File: config.mk
export PLATFORM = sky130hd
export DESIGN_NAME = dual_port_io
export DESIGN_NICKNAME = d
export VERILOG_FILES = /design/src/inc/dual_port_io_pkg.sv /design/src/inc/port5_ctl_if.sv /design/src/hw/dual_port_io.sv /design/src/hw/pin_sync.sv /design/src/hw/port5_pin_ctrl.sv
export VERILOG_INCLUDE_DIRS = /design/src /design/src/inc
export SDC_FILE = /design/constraint.sdc
export NUM_CORES = 1
export LEC_CHECK = 0
export BUFFER_PORTS_ARGS = -buffer_cell sky130_fd_sc_hd__buf_2
export CORE_UTILIZATION = 56
export CTS_CLUSTER_DIAMETER = 30
export DETAILED_ROUTE_END_ITERATION = 10
export GPL_TIMING_DRIVEN = 0
export PLACE_DENSITY = 0.87
export SLEW_MARGIN = 20
export SYNTH_ARGS = -nofsm -noshare
export SYNTH_HDL_FRONTEND = slang
export SYNTH_HIERARCHICAL = 1
export SYNTH_SLANG_ARGS = --single-unit
File: constraint.sdc
create_clock -name ref_clk_i -period 3.8 [get_ports ref_clk_i]
set_input_delay 0.19 -clock ref_clk_i [delete_from_list [all_inputs] [get_ports ref_clk_i]]
set_output_delay 0.19 -clock ref_clk_i [all_outputs]
set_load 0.005 [all_outputs]
File: src/inc/dual_port_io_defs.svh
// Register offsets, field positions, reset values and widths for the dual port I/O block
`ifndef DUAL_PORT_IO_DEFS_SVH
`define DUAL_PORT_IO_DEFS_SVH

// ----------------------------------------------------------------
// Register offsets
// ----------------------------------------------------------------
`define ADDR_W                12
`define OFS_P3_OUTPUT_LATCH   12'h003
`define OFS_P3_DRIVE_SELECT   12'h004
`define OFS_P5_OUTPUT_LATCH   12'h005
`define OFS_P5_DIRECTION      12'h00A
`define OFS_P3_PIN_INPUT      12'hF9D
`define OFS_P5_SEGMENT_SELECT 12'hF9F

// ----------------------------------------------------------------
// Field positions
// ----------------------------------------------------------------
`define P3_BIT7               7
`define P3_BIT4               4
`define P3_BIT3               3
`define SEL_CLK_PIN_EN_BIT    2
`define SEL_DOUT_PIN_EN_BIT   1

// ----------------------------------------------------------------
// Reset values
// ----------------------------------------------------------------
`define P3_LATCH_RST          1'h1
`define P3_DRIVE_RST          1'h0
`define P5_REG_RST            8'h00
`define RDATA_RST             8'h00

// ----------------------------------------------------------------
// Sizes
// ----------------------------------------------------------------
`define DATA_W                8
`define P5_PINS               8
`define P3_BIDIR_PINS         2

`endif

File: src/inc/dual_port_io_pkg.sv
// Types shared by the dual port I/O block
package dual_port_io_pkg;

   // Register addressed by the current access
   typedef enum logic [2:0] {
      SEL_NONE,
      SEL_P3_LATCH,
      SEL_P3_DRIVE,
      SEL_P5_LATCH,
      SEL_P5_DIR,
      SEL_P3_PINS,
      SEL_P5_SEG
   } reg_sel_t;

   // One register byte
   typedef logic [7:0] byte_t;

endpackage

File: src/inc/port5_ctl_if.sv
// Signals between the top and the second port's per-pin logic
interface port5_ctl_if #(parameter int W = 8);
   logic [W-1:0] latch;
   logic [W-1:0] dir;
   logic [W-1:0] seg_sel;
   logic [W-1:0] pin_level;
   logic [W-1:0] lcd_seg;
   logic         hold_hiz;
   logic [W-1:0] drive_val;
   logic [W-1:0] drive_oe_n;
   logic [W-1:0] read_val;

   modport top  (output latch, dir, seg_sel, pin_level, lcd_seg, hold_hiz,
                 input  drive_val, drive_oe_n, read_val);
   modport ctrl (input  latch, dir, seg_sel, pin_level, lcd_seg, hold_hiz,
                 output drive_val, drive_oe_n, read_val);
endinterface

File: src/hw/dual_port_io.sv
// Top of the dual port I/O block: registers, pin drive and pin read
//
// Behaviour
// first port has one output pin (divider) and two bidirectional timer pins
// drive-select bit 0 gives open drain, 1 gives push-pull on bidirectional pins
// reset sets first port latch to ones and clears drive-select
// latch and pin-input registers sit apart; one reads latch, other live pins
// latch read bits 6..5 and 2..0 carry no meaning; 7, 4, 3 do
// software writes ones into latch bits 2..0
// drive-select bit 2 hands the other port's clock pin to serial clock out
// drive-select bit 1 routes serial data out onto the other port's pin
// drive-select read bits 7..5 and 0 carry no meaning
// software writes zero into drive-select bit 0
// pin-input register shows the two bidirectional pins in bits 4 and 3
// second port has eight pins, each with its own direction bit
// reset clears second port latch, direction and segment select
// segment select wins; else direction 1 drives latch, direction 0 is input
// second port read gives pin, zero, or latch by direction and segment select
// bit read-modify-write rewrites input-mode latches with pin levels
// software clears segment select, then direction, then sets serial enable
// writes land at the edge ending the cycle; pins follow one cycle later
// stop mode without output enable releases second port outputs
//
// Local design decision: the plain strobed port.
`include "dual_port_io_defs.svh"
module dual_port_io #(
   parameter int P5_PINS = `P5_PINS
) (
   input  wire logic                ref_clk_i,
   input  wire logic                rst_i,
   // Register port
   input  wire logic [`ADDR_W-1:0]  reg_addr_i,
   input  wire logic [7:0]          reg_wdata_i,
   input  wire logic                reg_wr_i,
   input  wire logic                reg_rd_i,
   output logic      [7:0]          reg_rdata_o,
   // Internal functions sharing the first port
   input  wire logic                divider_output_i,
   input  wire logic [1:0]          timer_out_i,
   output logic      [1:0]          timer_in_o,
   // Serial pin hand-over toward the other port
   output logic                     serial_clock_pin_enable_o,
   output logic                     serial_dout_pin_enable_o,
   // System control
   input  wire logic                stop_mode_i,
   input  wire logic                global_output_enable_i,
   // First port pins
   output logic                     port3_bit7_pin_o,
   input  wire logic                port3_bit4_pin_i,
   output logic                     port3_bit4_pin_o,
   output logic                     port3_bit4_pin_oe_n_o,
   input  wire logic                port3_bit3_pin_i,
   output logic                     port3_bit3_pin_o,
   output logic                     port3_bit3_pin_oe_n_o,
   // Second port pins and segment data
   input  wire logic [P5_PINS-1:0]  port5_pin_i,
   input  wire logic [P5_PINS-1:0]  lcd_segment_i,
   output logic      [P5_PINS-1:0]  port5_pin_o,
   output logic      [P5_PINS-1:0]  port5_pin_oe_n_o
);

   // ----------------------------------------------------------------
   // Elaboration checks
   // ----------------------------------------------------------------
   // Register byte limits the second port width
   if (P5_PINS < 1 || P5_PINS > `DATA_W) begin : g_chk
      $error("P5_PINS must be between 1 and 8");
   end

   // ----------------------------------------------------------------
   // Declarations
   // ----------------------------------------------------------------
   logic                   p3_latch7_reg;
   logic                   p3_latch4_reg;
   logic                   p3_latch3_reg;
   logic                   p3_drive4_reg;
   logic                   p3_drive3_reg;
   logic                   clk_pin_en_reg;
   logic                   dout_pin_en_reg;
   logic [P5_PINS-1:0]     p5_latch_reg;
   logic [P5_PINS-1:0]     p5_dir_reg;
   logic [P5_PINS-1:0]     p5_seg_reg;
   logic [1:0]             p3_level;
   logic [P5_PINS-1:0]     p5_level;
   dual_port_io_pkg::reg_sel_t sel;
   dual_port_io_pkg::byte_t    rdata_next;
   dual_port_io_pkg::byte_t    p5_read_byte;
   logic                   wr_p3_latch;
   logic                   wr_p3_drive;
   logic                   wr_p5_latch;
   logic                   wr_p5_dir;
   logic                   wr_p5_seg;
   logic                   p3_val4;
   logic                   p3_val3;
   logic                   p3_out4_next;
   logic                   p3_oe4_n_next;
   logic                   p3_out3_next;
   logic                   p3_oe3_n_next;

   port5_ctl_if #(.W(P5_PINS)) p5_bus ();

   // ----------------------------------------------------------------
   // Pin synchronisers
   // ----------------------------------------------------------------
   // First port bidirectional pins
   pin_sync #(.W(2)) u_p3_sync (
      .ref_clk_i (ref_clk_i),
      .rst_i     (rst_i),
      .pin_i     ({port3_bit4_pin_i, port3_bit3_pin_i}),
      .level_o   (p3_level)
   );

   // Second port pins
   pin_sync #(.W(P5_PINS)) u_p5_sync (
      .ref_clk_i (ref_clk_i),
      .rst_i     (rst_i),
      .pin_i     (port5_pin_i),
      .level_o   (p5_level)
   );

   // ----------------------------------------------------------------
   // Address decode
   // ----------------------------------------------------------------
   // Map the address onto one register
   always_comb begin
      case (reg_addr_i)
         `OFS_P3_OUTPUT_LATCH:   sel = dual_port_io_pkg::SEL_P3_LATCH;
         `OFS_P3_DRIVE_SELECT:   sel = dual_port_io_pkg::SEL_P3_DRIVE;
         `OFS_P5_OUTPUT_LATCH:   sel = dual_port_io_pkg::SEL_P5_LATCH;
         `OFS_P5_DIRECTION:      sel = dual_port_io_pkg::SEL_P5_DIR;
         `OFS_P3_PIN_INPUT:      sel = dual_port_io_pkg::SEL_P3_PINS;
         `OFS_P5_SEGMENT_SELECT: sel = dual_port_io_pkg::SEL_P5_SEG;
         default:                sel = dual_port_io_pkg::SEL_NONE;
      endcase
   end

   // Write strobes per register; pin-input register ignores writes
   assign wr_p3_latch = reg_wr_i && (sel == dual_port_io_pkg::SEL_P3_LATCH);
   assign wr_p3_drive = reg_wr_i && (sel == dual_port_io_pkg::SEL_P3_DRIVE);
   assign wr_p5_latch = reg_wr_i && (sel == dual_port_io_pkg::SEL_P5_LATCH);
   assign wr_p5_dir   = reg_wr_i && (sel == dual_port_io_pkg::SEL_P5_DIR);
   assign wr_p5_seg   = reg_wr_i && (sel == dual_port_io_pkg::SEL_P5_SEG);

   // ----------------------------------------------------------------
   // First port registers
   // ----------------------------------------------------------------
   // Output latch: only bits 7, 4 and 3 are stored
   always_ff @(posedge ref_clk_i or posedge rst_i) begin
      if (rst_i) begin
         p3_latch7_reg <= `P3_LATCH_RST;
         p3_latch4_reg <= `P3_LATCH_RST;
         p3_latch3_reg <= `P3_LATCH_RST;
      end else if (wr_p3_latch) begin
         p3_latch7_reg <= reg_wdata_i[`P3_BIT7];
         p3_latch4_reg <= reg_wdata_i[`P3_BIT4];
         p3_latch3_reg <= reg_wdata_i[`P3_BIT3];
      end
   end

   // Drive select and serial pin hand-over bits
   always_ff @(posedge ref_clk_i or posedge rst_i) begin
      if (rst_i) begin
         p3_drive4_reg   <= `P3_DRIVE_RST;
         p3_drive3_reg   <= `P3_DRIVE_RST;
         clk_pin_en_reg  <= `P3_DRIVE_RST;
         dout_pin_en_reg <= `P3_DRIVE_RST;
      end else if (wr_p3_drive) begin
         p3_drive4_reg   <= reg_wdata_i[`P3_BIT4];
         p3_drive3_reg   <= reg_wdata_i[`P3_BIT3];
         clk_pin_en_reg  <= reg_wdata_i[`SEL_CLK_PIN_EN_BIT];
         dout_pin_en_reg <= reg_wdata_i[`SEL_DOUT_PIN_EN_BIT];
      end
   end

   // ----------------------------------------------------------------
   // Second port registers
   // ----------------------------------------------------------------
   // Output latch
   always_ff @(posedge ref_clk_i or posedge rst_i) begin
      if (rst_i) begin
         p5_latch_reg <= P5_PINS'(`P5_REG_RST);
      end else if (wr_p5_latch) begin
         p5_latch_reg <= reg_wdata_i[P5_PINS-1:0];
      end
   end

   // Direction, one bit per pin
   always_ff @(posedge ref_clk_i or posedge rst_i) begin
      if (rst_i) begin
         p5_dir_reg <= P5_PINS'(`P5_REG_RST);
      end else if (wr_p5_dir) begin
         p5_dir_reg <= reg_wdata_i[P5_PINS-1:0];
      end
   end

   // Segment select, one bit per pin
   always_ff @(posedge ref_clk_i or posedge rst_i) begin
      if (rst_i) begin
         p5_seg_reg <= P5_PINS'(`P5_REG_RST);
      end else if (wr_p5_seg) begin
         p5_seg_reg <= reg_wdata_i[P5_PINS-1:0];
      end
   end

   // ----------------------------------------------------------------
   // Second port per-pin logic
   // ----------------------------------------------------------------
   // Feed the per-pin module
   assign p5_bus.latch     = p5_latch_reg;
   assign p5_bus.dir       = p5_dir_reg;
   assign p5_bus.seg_sel   = p5_seg_reg;
   assign p5_bus.pin_level = p5_level;
   assign p5_bus.lcd_seg   = lcd_segment_i;
   assign p5_bus.hold_hiz  = stop_mode_i && !global_output_enable_i;

   // Mode selection per pin
   port5_pin_ctrl #(.W(P5_PINS)) u_p5_ctrl (
      .bus (p5_bus.ctrl)
   );

   // Widen the read value to a byte
   always_comb begin
      p5_read_byte                = '0;
      p5_read_byte[P5_PINS-1:0]   = p5_bus.read_val;
   end

   // ----------------------------------------------------------------
   // First port pin drive
   // ----------------------------------------------------------------
   // Latch gated by the timer output; a latch of one lets the timer through
   assign p3_val4 = p3_latch4_reg & timer_out_i[1];
   assign p3_val3 = p3_latch3_reg & timer_out_i[0];

   // Push-pull drives both levels; open drain only sinks
   always_comb begin
      if (p3_drive4_reg) begin
         p3_out4_next  = p3_val4;
         p3_oe4_n_next = 1'b0;
      end else begin
         p3_out4_next  = 1'b0;
         p3_oe4_n_next = p3_val4;
      end
      if (p3_drive3_reg) begin
         p3_out3_next  = p3_val3;
         p3_oe3_n_next = 1'b0;
      end else begin
         p3_out3_next  = 1'b0;
         p3_oe3_n_next = p3_val3;
      end
   end

   // ----------------------------------------------------------------
   // Pin output registers
   // ----------------------------------------------------------------
   // First port pins, one cycle after the register update
   always_ff @(posedge ref_clk_i or posedge rst_i) begin
      if (rst_i) begin
         port3_bit7_pin_o      <= 1'b1;
         port3_bit4_pin_o      <= 1'b0;
         port3_bit4_pin_oe_n_o <= 1'b1;
         port3_bit3_pin_o      <= 1'b0;
         port3_bit3_pin_oe_n_o <= 1'b1;
      end else begin
         port3_bit7_pin_o      <= p3_latch7_reg & divider_output_i;
         port3_bit4_pin_o      <= p3_out4_next;
         port3_bit4_pin_oe_n_o <= p3_oe4_n_next;
         port3_bit3_pin_o      <= p3_out3_next;
         port3_bit3_pin_oe_n_o <= p3_oe3_n_next;
      end
   end

   // Second port pins, one cycle after the register update
   always_ff @(posedge ref_clk_i or posedge rst_i) begin
      if (rst_i) begin
         port5_pin_o      <= '0;
         port5_pin_oe_n_o <= '1;
      end else begin
         port5_pin_o      <= p5_bus.drive_val;
         port5_pin_oe_n_o <= p5_bus.drive_oe_n;
      end
   end

   // Timer inputs and serial hand-over, registered
   always_ff @(posedge ref_clk_i or posedge rst_i) begin
      if (rst_i) begin
         timer_in_o                <= 2'h0;
         serial_clock_pin_enable_o <= 1'b0;
         serial_dout_pin_enable_o  <= 1'b0;
      end else begin
         timer_in_o                <= p3_level;
         serial_clock_pin_enable_o <= clk_pin_en_reg;
         serial_dout_pin_enable_o  <= dout_pin_en_reg;
      end
   end

   // ----------------------------------------------------------------
   // Read path
   // ----------------------------------------------------------------
   // Meaningless bits read as zero; unmapped addresses read zero
   always_comb begin
      rdata_next = `RDATA_RST;
      case (sel)
         dual_port_io_pkg::SEL_P3_LATCH: begin
            rdata_next[`P3_BIT7] = p3_latch7_reg;
            rdata_next[`P3_BIT4] = p3_latch4_reg;
            rdata_next[`P3_BIT3] = p3_latch3_reg;
         end
         dual_port_io_pkg::SEL_P3_DRIVE: begin
            rdata_next[`P3_BIT4]             = p3_drive4_reg;
            rdata_next[`P3_BIT3]             = p3_drive3_reg;
            rdata_next[`SEL_CLK_PIN_EN_BIT]  = clk_pin_en_reg;
            rdata_next[`SEL_DOUT_PIN_EN_BIT] = dout_pin_en_reg;
         end
         dual_port_io_pkg::SEL_P3_PINS: begin
            rdata_next[`P3_BIT4] = p3_level[1];
            rdata_next[`P3_BIT3] = p3_level[0];
         end
         dual_port_io_pkg::SEL_P5_LATCH: begin
            rdata_next = p5_read_byte;
         end
         dual_port_io_pkg::SEL_P5_DIR: begin
            rdata_next[P5_PINS-1:0] = p5_dir_reg;
         end
         dual_port_io_pkg::SEL_P5_SEG: begin
            rdata_next[P5_PINS-1:0] = p5_seg_reg;
         end
         default: begin
            rdata_next = `RDATA_RST;
         end
      endcase
   end

   // Read data stand for the single cycle after the strobe
   always_ff @(posedge ref_clk_i or posedge rst_i) begin
      if (rst_i) begin
         reg_rdata_o <= `RDATA_RST;
      end else if (reg_rd_i) begin
         reg_rdata_o <= rdata_next;
      end else begin
         reg_rdata_o <= `RDATA_RST;
      end
   end

endmodule

File: src/hw/pin_sync.sv
// Two flip-flop synchroniser for pin levels
module pin_sync #(
   parameter int W = 2
) (
   input  wire logic         ref_clk_i,
   input  wire logic         rst_i,
   input  wire logic [W-1:0] pin_i,
   output logic      [W-1:0] level_o
);
   logic [W-1:0] meta_reg;

   if (W < 1) begin : g_chk
      $error("pin_sync needs at least one bit");
   end

   // First stage feeds only the second
   always_ff @(posedge ref_clk_i or posedge rst_i) begin
      if (rst_i) begin
         meta_reg <= '0;
         level_o  <= '0;
      end else begin
         meta_reg <= pin_i;
         level_o  <= meta_reg;
      end
   end
endmodule

File: src/hw/port5_pin_ctrl.sv
// Per-pin drive and read logic of the second port
module port5_pin_ctrl #(
   parameter int W = 8
) (
   port5_ctl_if.ctrl bus
);
   if (W < 1) begin : g_chk
      $error("port5_pin_ctrl needs at least one pin");
   end

   for (genvar i = 0; i < W; i++) begin : g_pin
      // Segment select overrides direction
      always_comb begin
         if (bus.seg_sel[i]) begin
            bus.drive_val[i]  = bus.lcd_seg[i];
            bus.drive_oe_n[i] = bus.hold_hiz;
         end else if (bus.dir[i]) begin
            bus.drive_val[i]  = bus.latch[i];
            bus.drive_oe_n[i] = bus.hold_hiz;
         end else begin
            bus.drive_val[i]  = 1'b0;
            bus.drive_oe_n[i] = 1'b1;
         end
      end

      // Read value per direction and segment select
      always_comb begin
         if (bus.dir[i]) begin
            bus.read_val[i] = bus.latch[i];
         end else if (bus.seg_sel[i]) begin
            bus.read_val[i] = 1'b0;
         end else begin
            bus.read_val[i] = bus.pin_level[i];
         end
      end
   end
endmodule

==> flow_summary.json, run 1 <==
{
  "synth.area.top_cells": "dfrtp_1, dfstp_2, mux2_2",
  "clock_latency_ps": 350,
  "pre_cts_ws_ps": 1650,
  "avgSynthCellArea_um2": 13.6,
  "io_buffers": 77,
  "hpwlAfterDp_um": 5270,
  "cp-start-kind": "primary input",
  "ir_worst_vdd_v": 0.000320,
  "fp-row-count": 27,
  "clock-sinks": 84,
  "ys_seq_elements": 84,
  "fmax_ghz": 0.539,
  "crit_required_ps": 4030,
  "grt_pass1_wl_um": 12100,
  "max_slew_margin": 0.504,
  "critical_path_class": "in2reg",
  "yosys_warnings": 6,
  "yosysTopAreaCell": "dfrtp_1",
  "htree_levels": 3,
  "clk_pin_slew_ps": 70,
  "layout.nets": 394,
  "die_x_um": 79.3,
  "wl_per_cell_um": 18.1,
  "maxCapViolCount": 0,
  "outcome": "completed",
  "cts.path.max_buffers": 2,
  "vias": 2407,
  "grt_setup_unrepaired": "false",
  "area_delta_synth_final_pct": 24.3,
  "design.die.area_mm2": 0.00629,
  "setup_tns_ps": 0,
  "design.core.area_mm2": 0.00564,
  "skew_ps": 7.26,
  "syn_area_mm2": 0.00335,
  "crit_path_max_fanout": 8,
  "final-setup-viol-count": 0,
  "drive_above_1_share": 0.443,
  "hold_viol_final": 0,
  "worstMarginPinSlew_ps": 738,
  "final.min_clock_period_ps": 1860,
  "holdCritPathClass": "in2reg",
  "worstSetupEndpointType": "flip-flop",
  "firstDrtPassIters": 4,
  "synth.top_cell.area_share": 0.523,
  "drtAntennaViolNets": 0,
  "initial_core_util": 0.593,
  "drt-initial-drc-count": 167,
  "synth_cell_types": 45,
  "antenna_found_initial": 0,
  "routed_via_density": 5.68,
  "track_usage": 0.270,
  "grt_max_degree": 53,
  "die_h_um": 79.3,
  "syn-num-nets": 294,
  "synth_seq_area_share": 0.633,
  "grt_pass1_vias": 2483,
  "cts_resized": 0,
  "drc_errors": 0,
  "p_per_area_mw_per_mm2": 396,
  "postSynthCellCount": 247,
  "antennaDiodeCount": 0,
  "wirelength_um": 7660,
  "io_pins": 80,
  "grt_overflow": 0,
  "layout_setup_ws_ps": 1940,
  "globalplace.congestion": 0.884,
  "finalCritPeriodShare": 0.488,
  "p_total_w": 0.00165,
  "slew_viol_final": 0,
  "critPathArrivalTime_ps": 2090,
  "cts_buffers": 9,
  "cts_tree": "built",
  "ctsRootBufferMaster": "clkbuf_8",
  "p_leak_nw": 2.06,
  "hold_ws_ps": 32.4
}
layer usage:
metal	vias up	part of all wire	GRT usage
li1	1085	-	-
met1	1191	0.37	0.309
met2	103	0.52	0.443
met3	28	0.068	0.0828
met4	0	0.034	0.167
met5	-	0	0
cells in the final DEF, fill, tap and decap left out, types with 7 or more instances in the layout:
| cell | synthesis | routed |
|---|---|---|
| nor2_1 | 15 | 15 |
| mux2_4 | 8 | 8 |
| dfstp_2 | 14 | 14 |
| or2_1 | 7 | 7 |
| clkbuf_8 | 0 | 11 |
| dfrtp_1 | 70 | 70 |
| o21ai_0 | 11 | 11 |
| buf_2 | 2 | 79 |
| dlygate4sd3_1 | 0 | 11 |
| nand2_1 | 23 | 23 |
| a22o_2 | 7 | 7 |
| mux2_2 | 23 | 23 |
critical path, stage by stage:
cell and delay, ps:
buf_2 110, nor4_1 660, nand4_1 640, mux2_2 480
Yosys cell counts:
cell type / number
and2_1: 3
mux2_4: 8
o21bai_1: 1
nor2_1: 15
nand3_1: 1
nand4_1: 5
or3b_1: 1
nor4_2: 1
nor2b_1: 5
o2111ai_1: 1
inv_1: 5
a22o_1: 2
a22oi_1: 5
mux2i_1: 6
nand2_2: 1
a221oi_1: 2
or4_4: 2
o31ai_1: 1
nand2_1: 23
buf_2: 2
nand3_4: 1
o22ai_1: 2
clkbuf_1: 1
clkbuf_4: 1
a32o_1: 1
nor3_1: 2
o21ai_0: 11
mux2_2: 23
a22o_2: 7
nand2b_1: 1
dfstp_2: 14
nor4_4: 1
nor4bb_1: 2
nor4_1: 2
or2_2: 1
o21a_1: 1
a32oi_1: 1
nand3_2: 1
a21boi_1: 1
and3_1: 3
buf_6: 1
nor3_4: 1
dfrtp_1: 70
a21o_1: 1
or2_1: 7
worst paths after layout:
check                      cells past startpoint             startpoint               endpoint  slack (ps)
max                                            4          reg_addr_i[5]          p5_bus.dir[2]        1940
max reg2reg                                    7      p5_bus.seg_sel[3]         reg_rdata_o[3]        2230
min                                            3         timer_out_i[1]  port3_bit4_pin_oe_n_o          30
min reg2reg                                    0  u_p5_sync/meta_reg[2]   u_p5_sync/level_o[2]         350
min in group asynchronous                      3                  rst_i   u_p3_sync/level_o[0]         320
max in group asynchronous                      3                  rst_i   u_p5_sync/level_o[1]        2800
area by class of cell:
type                    instances  area, um^2
plain buffers                   5        32.5
multi-input cells             153        1180
flip-flops and latches         84        2120
clock buffers                  15         166
well taps                      72        90.1
inverters                       5        21.3
repair buffers                 89         523
fillers                       379        1480
clock inverters                 1        30.0
through the flow:
| stage | cell area (um^2) | instances | utilization |
|---|---|---|---|
| after floorplan | 3350 | 247 | - |
| after detailed placement | 3850 | 397 | 0.683 |
| final | 4160 | 424 | 0.737 |
| after CTS | 4160 | 424 | 0.737 |
| after global routing | 4160 | 424 | 0.737 |
| after global placement | 3820 | 396 | 0.678 |
cell families (layout without fill, tap and decap cells):
| family | Yosys count | count (layout) | share of synthesized area |
|---|---|---|---|
| buffers and inverters | 10 | 115 | 0.0153 |
| flip-flops | 84 | 84 | 0.633 |
| AND/OR/NAND/NOR | 79 | 79 | 0.138 |
| AO/OA/AOI/OAI | 37 | 37 | 0.0823 |
| multiplexers | 37 | 37 | 0.131 |
what timing repair did:
| item | 4_1_cts | 5_1_grt |
|---|---|---|
| hold buffers | 11 | 0 |
| endpoints found under the setup margin | 0 | 0 |
| endpoints found under the hold margin | 42 | 0 |
| setup buffers | 0 | 0 |
where the power goes:
part | switching, W | internal, W
Sequential | 0.00000555 | 0.000909
Clock | 0.000291 | 0.000341
Combinational | 0.0000544 | 0.0000442
No activity file was read; power rests on OpenSTA's default activity.
==> inputs of run 2 (changes only) <==
CORE_UTILIZATION = 48   (was 56)
PLACE_DENSITY = 0.8   (was 0.87)
clock period = 1.55 ns   (was 3.8 ns; I/O delays follow)
==> run 2 against run 1 <==
Net effect: count of clock-buffer cells in the layout is 1 lower; sequential power is 150% higher; flip-flop and latch count stayed put; wire length is 1.6% lower; clock skew is 1.4 ps higher; worst hold slack worse by 23 ps; die area is 16% higher; register-to-register slack worse by 2100 ps; sequential share of layout area is 2.4 points lower; critical endpoint is now reg_rdata_o[3]; largest cell class unchanged; largest power group unchanged; highest routed layer unchanged.
==> flow_summary.json, run 2 (synthesis gave the netlist of run 1 again) <==
{
  "drtAntennaViolNets": 0,
  "vias": 2366,
  "wl_per_cell_um": 16.6,
  "firstDrtPassIters": 4,
  "critPathLaunch": "p5_bus.seg_sel[3]",
  "wirelength_um": 7530,
  "switching_power_w": 0.000863,
  "fp-row-count": 30,
  "drt-initial-drc-count": 169,
  "routed_via_density": 5.22,
  "cts_tree": "built",
  "finalCritPeriodShare": 0.944,
  "cts_buffers": 9,
  "reg2reg_from": "p5_bus.seg_sel[3]",
  "r2r_cells": 7,
  "area_delta_synth_final_pct": 30.3,
  "final_cells": 453,
  "p_leak_nw": 2.15,
  "hold_viol_final": 0,
  "cts.path.max_buffers": 2,
  "slew_viol_final": 0,
  "antennaDiodeCount": 0,
  "htree_levels": 3,
  "die_x_um": 85.5,
  "track_usage": 0.226,
  "layout_commonest_cell": "buf_2",
  "layout_setup_ws_ps": 86.6,
  "seq_power_share": 0.559,
  "crit_path_max_fanout": 5,
  "worstSetupEndpointType": "flip-flop",
  "antenna_found_initial": 0,
  "clk_pin_slew_ps": 80,
  "grt_overflow": 0,
  "design.die.area_mm2": 0.00731,
  "critical_path_class": "reg2reg",
  "p_per_area_mw_per_mm2": 920,
  "drc_errors": 0,
  "num-fill-cells": 504,
  "seqCellArea_mm2": 0.00212,
  "multi_input_area_mm2": 0.00119,
  "setup_tns_ps": 0,
  "skew_ps": 8.61,
  "drive_above_1_share": 0.440,
  "initial_core_util": 0.495,
  "clock-sinks": 84,
  "hold_ws_ps": 9.89,
  "crit_required_ps": 1790,
  "layout_common_cells": "buf_2, dfrtp_1, dlygate4sd3_1, nand2_1, mux2_2",
  "critPathArrivalTime_ps": 1700,
  "power_frac_comb": 0.066,
  "die_h_um": 85.5,
  "outcome": "completed",
  "design.core.area_mm2": 0.00676,
  "hpwlAfterDp_um": 5140,
  "power_frac_clock": 0.375,
  "layout.nets": 415,
  "ir_worst_vdd_v": 0.000547,
  "grt_max_degree": 37,
  "grt_pass1_wl_um": 12400,
  "grt_pass1_vias": 2502,
  "grt_setup_unrepaired": "false",
  "switching_share": 0.215,
  "fmax_ghz": 0.683,
  "holdCritPathClass": "in2reg",
  "whs_path_depth": 2,
  "p_int_w": 0.00315,
  "io_pins": 80,
  "worstMarginPinSlew_ps": 748,
  "maxCapViolCount": 0,
  "cp-start-kind": "flip-flop",
  "globalplace.congestion": 0.864,
  "dp.cells": 405,
  "worstHoldStart": "reg_wdata_i[3]",
  "io_buffers": 77,
  "final_core_utilization": 0.646,
  "pre_cts_ws_ps": -424,
  "final.min_clock_period_ps": 1460,
  "ctsRootBufferMaster": "clkbuf_8",
  "max_slew_margin": 0.497,
  "clock_latency_ps": 350,
  "final-setup-viol-count": 0
}
==> run 2: metal layers <==
metal  track usage  routed length, um
met5             0                  0
met4        0.0909                 98
met3        0.0645                474
met2         0.383               3900
met1         0.275               3060
==> run 2: layout make-up <==
cell class              instances  area share
flip-flops and latches         84       0.486
well taps                      80      0.0229
clock buffers                  14      0.0350
multi-input cells             153       0.273
inverters                       5     0.00516
plain buffers                   5     0.00746
repair buffers                110       0.163
clock inverters                 2     0.00803
==> run 2: critical path: stages, from the launching register on <==
cell	delay (ps)
dfrtp_1	410
nor2_1	90
a22o_2	210
mux2i_1	130
nor2_1	70
a221oi_2	200
o22ai_1	110
and2_1	160
==> run 2: timing repair <==
item                                    in CTS  in global routing
pin swaps                                    1                  0
hold buffers                                26                  0
endpoints found under the setup margin       9                  2
gates resized for setup                      0                  2
buffers inserted                             3                  3
hold endpoints to repair                    78                  0
==> run 2: path summary, 6_finish.rpt <==
| kind | to | slack [ps] |
|---|---|---|
| hold reg to reg | u_p5_sync/level_o[6] | 350 |
| max in group asynchronous | port5_pin_oe_n_o[0] | 530 |
| hold / removal | p5_bus.latch[3] | 10 |
| setup / recovery | reg_rdata_o[3] | 90 |
| min in group asynchronous | u_p3_sync/level_o[1] | 200 |
| setup reg to reg | reg_rdata_o[3] | 90 |
==> run 2: through the flow <==
stage               power (W)  cell area (um^2)
floorplan             0.00238              3350
global placement      0.00248              3840
detailed placement    0.00250              3860
CTS                   0.00404              4330
global route          0.00417              4360
finish                0.00401              4360
==> run 2: power groups by stage <==
stage | sequential, W | clock, W | combinational [W]
global placement | 0.00228 | 0 | 0.000203
global route | 0.00224 | 0.00163 | 0.000295
finish | 0.00224 | 0.00150 | 0.000267
CTS | 0.00224 | 0.00153 | 0.000267
detailed placement | 0.00228 | 0 | 0.000215
floorplan | 0.00228 | 0 | 0.000100
